File: config.mk
export PLATFORM = sky130hd
export DESIGN_NAME = serial_eeprom_command_controller
export DESIGN_NICKNAME = d
export VERILOG_FILES = /design/src/hw/eeprom_pkg.sv /design/src/hw/serial_link_if.sv /design/src/hw/serial_eeprom_command_controller.sv /design/src/hw/pin_sync.sv /design/src/hw/serial_shifter.sv
export VERILOG_INCLUDE_DIRS = /design/src /design/src/hw
export SDC_FILE = /design/constraint.sdc
export NUM_CORES = 1
export LEC_CHECK = 0
export BUFFER_PORTS_ARGS = -buffer_cell sky130_fd_sc_hd__buf_2
export CAP_MARGIN = 20
export CORE_MARGIN = 4
export CORE_UTILIZATION = 57
export CTS_CLUSTER_SIZE = 10
export DETAILED_ROUTE_END_ITERATION = 6
export PLACE_DENSITY = 0.82
export SETUP_SLACK_MARGIN = 0.05
export SYNTH_ARGS = -nofsm -noshare
export SYNTH_HDL_FRONTEND = slang
export SYNTH_SLANG_ARGS = --single-unit
File: constraint.sdc
create_clock -name ref_clk -period 4.9 [get_ports ref_clk]
set_input_delay 0.98 -clock ref_clk [delete_from_list [all_inputs] [get_ports ref_clk]]
set_output_delay 0.98 -clock ref_clk [all_outputs]
set_load 0.1 [all_outputs]
File: src/hw/eeprom_defs.svh
`ifndef EEPROM_DEFS_SVH
`define EEPROM_DEFS_SVH

// Register byte offsets
`define EE_CMD_OFFSET 8'h40
`define EE_DATA_OFFSET 8'h44

// Command and data register fields
`define EE_BUSY_BIT 31
`define EE_CMD_HI 30
`define EE_CMD_LO 28
`define EE_TO_BIT 10
`define EE_DL_BIT 9
`define EE_ADDR_HI 8
`define EE_DATA_HI 7

// Reset values
`define EE_CMD_RESET 3'h0
`define EE_ADDR_RESET 9'h000
`define EE_DATA_RESET 8'h00

// Image signature in the first byte
`define EE_SIGNATURE 8'ha5

// Timing
`define EE_CLK_MHZ 40
`define EE_TIMEOUT_MS 30
`define EE_TIMEOUT_CYCLES (`EE_TIMEOUT_MS * 1000 * `EE_CLK_MHZ)
`define EE_SK_HALF_NS 500
`define EE_SK_HALF_CYCLES ((`EE_SK_HALF_NS * `EE_CLK_MHZ + 999) / 1000)
`define EE_SYNC_SETTLE 5

// Serial opcodes and the address prefixes of the misc group
`define EE_OP_READ 2'h2
`define EE_OP_WRITE 2'h1
`define EE_OP_ERASE 2'h3
`define EE_OP_MISC 2'h0
`define EE_PFX_ENABLE 2'h3
`define EE_PFX_DISABLE 2'h0
`define EE_PFX_WRALL 2'h1
`define EE_PFX_ERALL 2'h2

// Frame lengths in bits
`define EE_FRAME_SHORT 5'd12
`define EE_FRAME_LONG 5'd20
`define EE_RX_BITS 4'd8

`endif

File: src/hw/eeprom_pkg.sv
package eeprom_pkg;

    typedef enum logic [2:0] {
        CMD_READ = 3'h0,
        CMD_DISABLE = 3'h1,
        CMD_ENABLE = 3'h2,
        CMD_WRITE = 3'h3,
        CMD_WRITE_ALL = 3'h4,
        CMD_ERASE = 3'h5,
        CMD_ERASE_ALL = 3'h6,
        CMD_RELOAD = 3'h7
    } rom_cmd_type;

    typedef enum logic [3:0] {
        ST_IDLE = 4'h1,
        ST_SHIFT = 4'h2,
        ST_GAP = 4'h4,
        ST_POLL = 4'h8
    } ctrl_state_type;

endpackage : eeprom_pkg

File: src/hw/serial_link_if.sv
`timescale 1ns/1ps
interface serial_link_if;
    logic start;
    logic [19:0] tx_bits;
    logic [4:0] tx_len;
    logic [3:0] rx_len;
    logic done;
    logic [7:0] rx_byte;

    modport ctrl (output start, tx_bits, tx_len, rx_len,
                  input done, rx_byte);
    modport shifter (input start, tx_bits, tx_len, rx_len,
                     output done, rx_byte);
endinterface : serial_link_if

File: src/hw/serial_eeprom_command_controller.sv
// The register addresses and strobed register access were chosen for this implementation.
`timescale 1ns/1ps
`include "eeprom_defs.svh"
module serial_eeprom_command_controller
#(
    parameter int TIMEOUT_CYCLES = `EE_TIMEOUT_CYCLES,
    parameter int HALF_CYCLES = `EE_SK_HALF_CYCLES
)
(
    // Clock and reset
    input wire logic ref_clk,
    input wire logic rst,
    // Register port
    input wire logic [7:0] reg_addr,
    input wire logic [31:0] reg_wdata,
    input wire logic reg_write,
    input wire logic reg_read,
    output logic [31:0] reg_rdata,
    // Configuration reload
    output logic config_reload,
    output logic [7:0] config_signature,
    // Serial memory pins
    output logic rom_sk,
    output logic rom_cs,
    output logic rom_dout,
    input wire logic rom_serial_data_in
);
    import eeprom_pkg::*;

    localparam int TW = $clog2(TIMEOUT_CYCLES + 1);
    localparam int GW = $clog2(HALF_CYCLES + 1);

    serial_link_if lnk ();

    ctrl_state_type state_reg;
    rom_cmd_type cmd_reg;
    rom_cmd_type run_cmd_reg;
    logic [8:0] addr_reg;
    logic [7:0] data_reg;
    logic busy_reg;
    logic boot_reg;
    logic timeout_reg;
    logic loaded_reg;
    logic start_reg;
    logic poll_cs_reg;
    logic [TW-1:0] to_cnt_reg;
    logic [GW-1:0] gap_cnt_reg;
    logic di_level;
    logic frame_cs;
    logic cmd_wr;
    logic data_wr;
    logic go_wr;
    logic finish;
    logic to_hit;
    logic needs_poll;
    logic sig_ok;
    logic reload_done;
    logic poll_ready;

    pin_sync di_sync
    (
        .ref_clk(ref_clk),
        .rst(rst),
        .pin(rom_serial_data_in),
        .level(di_level)
    );

    serial_shifter #(.HALF_CYCLES(HALF_CYCLES)) shifter
    (
        .ref_clk(ref_clk),
        .rst(rst),
        .lnk(lnk.shifter),
        .di_level(di_level),
        .sk(rom_sk),
        .cs(frame_cs),
        .dout(rom_dout)
    );

    assign rom_cs = frame_cs | poll_cs_reg;

    // Register decode
    assign cmd_wr = reg_write && reg_addr == `EE_CMD_OFFSET;
    assign data_wr = reg_write && reg_addr == `EE_DATA_OFFSET && !busy_reg;
    assign go_wr = cmd_wr && reg_wdata[`EE_BUSY_BIT] && !busy_reg;

    // Only the write and erase kinds wait on the ready handshake
    always_comb
    begin
        case (run_cmd_reg)
            CMD_WRITE, CMD_WRITE_ALL, CMD_ERASE, CMD_ERASE_ALL:
                needs_poll = 1'b1;
            default:
                needs_poll = 1'b0;
        endcase
    end

    assign sig_ok = lnk.rx_byte == `EE_SIGNATURE;
    assign reload_done = state_reg == ST_SHIFT && lnk.done
        && run_cmd_reg == CMD_RELOAD;
    assign to_hit = state_reg != ST_IDLE && state_reg != ST_SHIFT
        && to_cnt_reg == TW'(TIMEOUT_CYCLES - 1);
    // Synced data-in still shows the gap level until the stages refill
    assign poll_ready = state_reg == ST_POLL && di_level
        && to_cnt_reg >= TW'(HALF_CYCLES + `EE_SYNC_SETTLE);
    assign finish = (state_reg == ST_SHIFT && lnk.done && !needs_poll)
        || poll_ready || to_hit;

    // Serial frame for the latched command
    always_comb
    begin
        lnk.tx_bits = {1'b1, `EE_OP_MISC, addr_reg, data_reg};
        lnk.tx_len = `EE_FRAME_SHORT;
        lnk.rx_len = 4'h0;
        case (run_cmd_reg)
            CMD_READ:
            begin
                lnk.tx_bits = {1'b1, `EE_OP_READ, addr_reg, 8'h00};
                lnk.rx_len = `EE_RX_BITS;
            end
            CMD_DISABLE:
                lnk.tx_bits = {1'b1, `EE_OP_MISC, `EE_PFX_DISABLE,
                    7'h00, 8'h00};
            CMD_ENABLE:
                lnk.tx_bits = {1'b1, `EE_OP_MISC, `EE_PFX_ENABLE,
                    7'h00, 8'h00};
            CMD_WRITE:
            begin
                lnk.tx_bits = {1'b1, `EE_OP_WRITE, addr_reg, data_reg};
                lnk.tx_len = `EE_FRAME_LONG;
            end
            CMD_WRITE_ALL:
            begin
                lnk.tx_bits = {1'b1, `EE_OP_MISC, `EE_PFX_WRALL,
                    7'h00, data_reg};
                lnk.tx_len = `EE_FRAME_LONG;
            end
            CMD_ERASE:
                lnk.tx_bits = {1'b1, `EE_OP_ERASE, addr_reg, 8'h00};
            CMD_ERASE_ALL:
                lnk.tx_bits = {1'b1, `EE_OP_MISC, `EE_PFX_ERALL,
                    7'h00, 8'h00};
            CMD_RELOAD:
            begin
                lnk.tx_bits = {1'b1, `EE_OP_READ, 9'h000, 8'h00};
                lnk.rx_len = `EE_RX_BITS;
            end
            default:
                lnk.rx_len = 4'h0;
        endcase
    end

    assign lnk.start = start_reg;

    // Command and address fields, writable only while idle
    always_ff @(posedge ref_clk or posedge rst)
    begin
        if (rst)
        begin
            cmd_reg <= rom_cmd_type'(`EE_CMD_RESET);
            addr_reg <= `EE_ADDR_RESET;
        end
        else if (cmd_wr && !busy_reg)
        begin
            cmd_reg <= rom_cmd_type'(reg_wdata[`EE_CMD_HI:`EE_CMD_LO]);
            addr_reg <= reg_wdata[`EE_ADDR_HI:0];
        end
    end

    // Busy bit: set by software, cleared by hardware on completion
    always_ff @(posedge ref_clk or posedge rst)
    begin
        if (rst)
            busy_reg <= 1'b0;
        else if (go_wr)
            busy_reg <= 1'b1;
        else if (finish && !boot_reg)
            busy_reg <= 1'b0;
    end

    // Power-up image load runs once, without the busy bit
    always_ff @(posedge ref_clk or posedge rst)
    begin
        if (rst)
            boot_reg <= 1'b1;
        else if (finish && boot_reg)
            boot_reg <= 1'b0;
    end

    // Data byte: software writes while idle, reads land here
    always_ff @(posedge ref_clk or posedge rst)
    begin
        if (rst)
            data_reg <= `EE_DATA_RESET;
        else if (state_reg == ST_SHIFT && lnk.done
            && run_cmd_reg == CMD_READ)
            data_reg <= lnk.rx_byte;
        else if (data_wr)
            data_reg <= reg_wdata[`EE_DATA_HI:0];
    end

    // Sticky flags; a set in the clearing cycle wins
    always_ff @(posedge ref_clk or posedge rst)
    begin
        if (rst)
            timeout_reg <= 1'b0;
        else if (to_hit)
            timeout_reg <= 1'b1;
        else if (cmd_wr && reg_wdata[`EE_TO_BIT])
            timeout_reg <= 1'b0;
    end

    always_ff @(posedge ref_clk or posedge rst)
    begin
        if (rst)
            loaded_reg <= 1'b0;
        else if (reload_done && sig_ok)
            loaded_reg <= 1'b1;
        else if (cmd_wr && reg_wdata[`EE_DL_BIT])
            loaded_reg <= 1'b0;
    end

    // Configuration strobe only on a valid image
    always_ff @(posedge ref_clk or posedge rst)
    begin
        if (rst)
        begin
            config_reload <= 1'b0;
            config_signature <= 8'h00;
        end
        else
        begin
            config_reload <= reload_done && sig_ok;
            if (reload_done && sig_ok)
                config_signature <= lnk.rx_byte;
        end
    end

    // Sequencer
    always_ff @(posedge ref_clk or posedge rst)
    begin
        if (rst)
        begin
            state_reg <= ST_IDLE;
            run_cmd_reg <= CMD_READ;
            start_reg <= 1'b0;
            poll_cs_reg <= 1'b0;
            gap_cnt_reg <= '0;
        end
        else
        begin
            start_reg <= 1'b0;
            case (state_reg)
                ST_IDLE:
                    if (boot_reg || busy_reg)
                    begin
                        run_cmd_reg <= boot_reg ? CMD_RELOAD : cmd_reg;
                        start_reg <= 1'b1;
                        state_reg <= ST_SHIFT;
                    end
                ST_SHIFT:
                    if (lnk.done)
                    begin
                        gap_cnt_reg <= '0;
                        state_reg <= needs_poll ? ST_GAP : ST_IDLE;
                    end
                ST_GAP:
                    // Chip select low between frame and ready check
                    if (to_hit)
                        state_reg <= ST_IDLE;
                    else if (gap_cnt_reg == GW'(HALF_CYCLES - 1))
                    begin
                        poll_cs_reg <= 1'b1;
                        state_reg <= ST_POLL;
                    end
                    else
                        gap_cnt_reg <= gap_cnt_reg + 1'b1;
                ST_POLL:
                    if (poll_ready || to_hit)
                    begin
                        poll_cs_reg <= 1'b0;
                        state_reg <= ST_IDLE;
                    end
                default:
                    state_reg <= ST_IDLE;
            endcase
        end
    end

    // Response watchdog, counts only while awaiting ready
    always_ff @(posedge ref_clk or posedge rst)
    begin
        if (rst)
            to_cnt_reg <= '0;
        else if (state_reg == ST_GAP || state_reg == ST_POLL)
            to_cnt_reg <= to_cnt_reg + 1'b1;
        else
            to_cnt_reg <= '0;
    end

    // Read data, one cycle after the strobe
    always_ff @(posedge ref_clk or posedge rst)
    begin
        if (rst)
            reg_rdata <= 32'h00000000;
        else if (reg_read && reg_addr == `EE_CMD_OFFSET)
            reg_rdata <= {busy_reg, cmd_reg, 17'h00000, timeout_reg,
                loaded_reg, addr_reg};
        else if (reg_read && reg_addr == `EE_DATA_OFFSET)
            reg_rdata <= {24'h000000, data_reg};
        else
            reg_rdata <= 32'h00000000;
    end

    a_go_sets_busy: assert property (@(posedge ref_clk) disable iff (rst)
        go_wr |=> busy_reg ##1 (state_reg == ST_SHIFT))
        else $error("go write did not start a command");

    a_cmd_field_load: assert property (@(posedge ref_clk) disable iff (rst)
        (cmd_wr && !busy_reg) |=>
        cmd_reg == $past(reg_wdata[30:28]))
        else $error("command field not loaded");

    a_addr_field_load: assert property (@(posedge ref_clk) disable iff (rst)
        (cmd_wr && !busy_reg) |=>
        addr_reg == $past(reg_wdata[8:0]))
        else $error("address field not loaded");

    a_read_byte_lands: assert property (@(posedge ref_clk) disable iff (rst)
        (state_reg == ST_SHIFT && lnk.done && run_cmd_reg == CMD_READ)
        |=> data_reg == $past(lnk.rx_byte) && !busy_reg)
        else $error("read byte not stored");

    a_timeout_abort: assert property (@(posedge ref_clk) disable iff (rst)
        to_hit |=> timeout_reg && state_reg == ST_IDLE
        && !rom_cs)
        else $error("time-out did not abort");

    a_timeout_clear: assert property (@(posedge ref_clk) disable iff (rst)
        (cmd_wr && reg_wdata[10] && !to_hit) |=> !timeout_reg)
        else $error("time-out flag not cleared");

    a_high_line_ready: assert property (@(posedge ref_clk) disable iff (rst)
        (poll_ready && !to_hit) |=> state_reg == ST_IDLE && !busy_reg
        && (!timeout_reg || $past(timeout_reg)))
        else $error("ready line ignored");

    a_short_cmd_done: assert property (@(posedge ref_clk) disable iff (rst)
        (state_reg == ST_SHIFT && lnk.done && !needs_poll)
        |=> state_reg == ST_IDLE)
        else $error("non-write command waited for ready");

    a_reload_good: assert property (@(posedge ref_clk) disable iff (rst)
        (reload_done && sig_ok) |=> loaded_reg && config_reload)
        else $error("valid image not flagged");

    a_reload_bad: assert property (@(posedge ref_clk) disable iff (rst)
        (reload_done && !sig_ok) |=> !config_reload)
        else $error("bad image reloaded configuration");
endmodule : serial_eeprom_command_controller

File: src/hw/pin_sync.sv
`timescale 1ns/1ps
module pin_sync
(
    // Clock and reset
    input wire logic ref_clk,
    input wire logic rst,
    // Pin and filtered level
    input wire logic pin,
    output logic level
);
    logic s1_reg;
    logic s2_reg;
    logic s3_reg;

    always_ff @(posedge ref_clk or posedge rst)
    begin
        if (rst)
        begin
            s1_reg <= 1'b0;
            s2_reg <= 1'b0;
            s3_reg <= 1'b0;
        end
        else
        begin
            s1_reg <= pin;
            s2_reg <= s1_reg;
            s3_reg <= s2_reg;
        end
    end

    // Only accept a change once both late stages agree
    always_ff @(posedge ref_clk or posedge rst)
    begin
        if (rst)
            level <= 1'b0;
        else if (s2_reg == s3_reg)
            level <= s3_reg;
    end
endmodule : pin_sync

File: src/hw/serial_shifter.sv
`timescale 1ns/1ps
`include "eeprom_defs.svh"
module serial_shifter
#(
    parameter int HALF_CYCLES = `EE_SK_HALF_CYCLES
)
(
    // Clock and reset
    input wire logic ref_clk,
    input wire logic rst,
    // Frame request
    serial_link_if.shifter lnk,
    // Pins
    input wire logic di_level,
    output logic sk,
    output logic cs,
    output logic dout
);
    localparam int DW = $clog2(HALF_CYCLES + 1);
    logic [19:0] sh_reg;
    logic [7:0] rx_reg;
    logic [4:0] left_reg;
    logic [3:0] rxleft_reg;
    logic [DW-1:0] div_reg;
    logic active_reg;
    logic done_reg;

    assign lnk.done = done_reg;
    assign lnk.rx_byte = rx_reg;

    always_ff @(posedge ref_clk or posedge rst)
    begin
        if (rst)
        begin
            sh_reg <= 20'h00000;
            rx_reg <= 8'h00;
            left_reg <= 5'h00;
            rxleft_reg <= 4'h0;
            div_reg <= '0;
            active_reg <= 1'b0;
            done_reg <= 1'b0;
            sk <= 1'b0;
            cs <= 1'b0;
            dout <= 1'b0;
        end
        else
        begin
            done_reg <= 1'b0;
            if (!active_reg)
            begin
                if (lnk.start)
                begin
                    active_reg <= 1'b1;
                    cs <= 1'b1;
                    sh_reg <= lnk.tx_bits;
                    left_reg <= lnk.tx_len;
                    rxleft_reg <= lnk.rx_len;
                    div_reg <= '0;
                    sk <= 1'b0;
                    dout <= lnk.tx_bits[19];
                end
            end
            else if (div_reg != DW'(HALF_CYCLES - 1))
                div_reg <= div_reg + 1'b1;
            else
            begin
                div_reg <= '0;
                if (!sk)
                begin
                    if (left_reg == 5'h00 && rxleft_reg == 4'h0)
                    begin
                        active_reg <= 1'b0;
                        cs <= 1'b0;
                        done_reg <= 1'b1;
                    end
                    else
                        sk <= 1'b1;
                end
                else
                begin
                    sk <= 1'b0;
                    if (left_reg != 5'h00)
                    begin
                        left_reg <= left_reg - 1'b1;
                        sh_reg <= {sh_reg[18:0], 1'b0};
                        dout <= (left_reg > 5'h01) ? sh_reg[18] : 1'b0;
                    end
                    else
                    begin
                        // Sampled late in the high half, well past sync
                        rxleft_reg <= rxleft_reg - 1'b1;
                        rx_reg <= {rx_reg[6:0], di_level};
                    end
                end
            end
        end
    end

    a_frame_select: assert property (@(posedge ref_clk) disable iff (rst)
        (lnk.start && !active_reg) |=> cs ##0 !sk)
        else $error("chip select not raised at frame start");
endmodule : serial_shifter

==> results.toml <==
[logic_synthesis]
syn_inst = 612
syn-cell-area_mm2 = 0.00614
yosysMostFrequentCell = "dfrtp_1"
syn_avg_cell_area_um2 = 10.0
ys_async_sr_fraction_pct = 100
synth_edf_count = 0
synth.ff_latch_count = 133
synthTopCellsByArea = "dfrtp_1, nor2_1, mux2i_1"
synth_top_area_share_pct = 53.4
ys_top_cells_by_count = "dfrtp_1, nor2_1, nand2_1"
yosys_warnings = 0
yosysTopAreaCell = "dfrtp_1"
synth_cell_types = 59
seq_area_frac_synth_pct = 54.2
ys.flop_type = "dfrtp_1"

[timing]
rsz0062_at_grt = "false"
skew_ns = 0.00623
hold_slack_ns = 0.350
fin_crit_ns = 2.62
finalMaxSlewViolations = 0
hold_viol_final = 0
relSlewSlack_pct = 24.0
fin_crit_sh_pct = 53.4
fin_tns_setup_ns = 0
max_freq_ghz = 0.382
tightest_slew_ns = 1.13
setup_violations = 0

[clocking]
clock_sinks = 133
path_clk_slew_ns = 0.06
ctsHoldBuffers = 0
post_cts_buffers = 0
cts_max_level = 4
cts_max_path_buffers = 2
cts_resized = 0
clockRootBuffer = "clkbuf_8"
clk_latency_ns = 0.53
cts_tree = "done"
cts_made_buffers = 17

[setup_path]
cp_max_fo = 13
rr_endpoint = "to_cnt_reg[18]$_DFF_PP0_"
r2r-start = "to_cnt_reg[0]$_DFF_PP0_"
reg2reg_slack_ns = 2.54
worstPathRequired_ns = 5.31
crit_type = "in -> reg"
slowest_stage = "nor3_2"
arrival_ns = 3.03
slowest_delay_ns = 0.90
cp_top_family = "simple AND/OR/NAND/NOR gates"
cp-start-kind = "input port"
crit_path_end_kind = "flip-flop"
timing.critical_path.buf_inv = 1
r2r_cells = 6
crit_chain = "buf_2 > nor4b_1 > nand3_1 > nor3_2 > mux2_2"

[floorplanning]
start_util_pct = 58.9
dieArea_mm2 = 0.0125
fp.dieW_um = 112
core-area_mm2 = 0.0104
die_h_um = 112
ios = 89
rows = 37

[power_and_ir_drop]
p_per_area_mw_per_mm2 = 477
power_leakage_uw = 0.00347
vdd_drop_max_mv = 0.314

[finish]
area.growth.synth_to_final_pct = 15.9
multi_input_comb_area_mm2 = 0.00260
nFillCells = 749
n_antenna_cell = 0
drive_above_1_share_pct = 17.2
ff_latch_area_mm2 = 0.00333
final_nets = 722
largest_register_ffs = 21

[routing]
drtIter0Drc = 367
wl_per_cell_um = 16.6
dr.pass1.iters = 5
remaining_drc_errors = 0
vias_per_cell = 5.75
ant_nets = 0
vias = 4701
finalWirelength_um = 13600

[placed_design]
hpwl_um = 9240
placement.io_buffers = 54
gp_congestion = 0.862

[global_route]
grt_max_degree = 73
gr-total-overflow = 0
antenna_found_initial = 0
grt.total_usage_pct = 22.6
grt_pass1_wl_um = 22800
grt_pass1_vias = 4706

[status]
outcome = "complete, no violations"

[worst_hold_path]
hold_depth = 0
hold_path_class = "reg -> reg"
worstHoldStart = "di_sync.s1_reg$_DFF_PP0_"
holdPathEnd = "di_sync.s2_reg$_DFF_PP0_"

[run]
max_cap_viol_count = 0
==> layout make-up <==
type	count	area share (%)
clock buffers	17	5.82
clock inverters	14	3.29
inverters	15	0.827
multi-input cells	443	36.5
flip-flops and latches	133	46.8
well taps	136	2.39
repair buffers	59	4.33
==> metrics by stage <==
step / instances / cell area [µm²] / total power (µW) / util, % / setup slack (ns)
after CTS: 817 / 7110 / 3400 / 68.3 / 2.30
final: 817 / 7110 / 3400 / 68.3 / 2.28
after global routing: 817 / 7110 / 3550 / 68.3 / 2.18
after global placement: 786 / 6470 / 1970 / 62.1 / 1.80
after detailed placement: 786 / 6470 / 2000 / 62.1 / 1.74
after floorplan: 628 / 6200 / 1880 / - / 0.369
==> layer usage <==
metal	wire length [µm]	global-route usage [%]	part of all wire (%)
met1	5740	29.1	42
met2	6710	36.3	49
met3	786	6.25	5.8
met4	341	9.49	2.5
met5	0	0	0
==> report_power, final <==
| part | internal, µW | switching (µW) |
|---|---|---|
| registers | 1250 | 131 |
| clock network | 923 | 477 |
| logic | 209 | 409 |
| total | 2380 | 1020 |
==> worst max path at each step <==
stage	from	to	cells after the start
2_1_floorplan	rst	addr_reg[0]$_DFFE_PP0P_	1
3_3_place_gp	reg_addr[5]	addr_reg[1]$_DFFE_PP0P_	5
3_5_place_dp	reg_addr[5]	addr_reg[3]$_DFFE_PP0P_	5
4_1_cts	reg_addr[5]	addr_reg[3]$_DFFE_PP0P_	5
5_1_grt	reg_addr[5]	addr_reg[3]$_DFFE_PP0P_	5
6_report	reg_addr[5]	addr_reg[3]$_DFFE_PP0P_	5
==> cells by family after synthesis <==
kind of cell	after synthesis	synth area share (%)
buffers and inverters	52	4.40
other	1	0.0611
AO/OA/AOI/OAI	91	9.42
multiplexers	36	6.11
flip-flops	133	54.2
XOR/XNOR	21	3.00
AND/OR/NAND/NOR	269	21.0
adder cells (fa/ha/maj)	9	1.79
==> cell usage in the layout, fill, tap and decap left out, types with 16 or more instances in the layout <==
master,count
nand2_1,60
o21ai_0,24
a21oi_1,28
dfrtp_1,131
conb_1,17
buf_2,54
nand3_1,26
clkbuf_16,16
nor2_1,105
mux2i_1,24
Note: power is estimated with default switching activity, not from simulation.
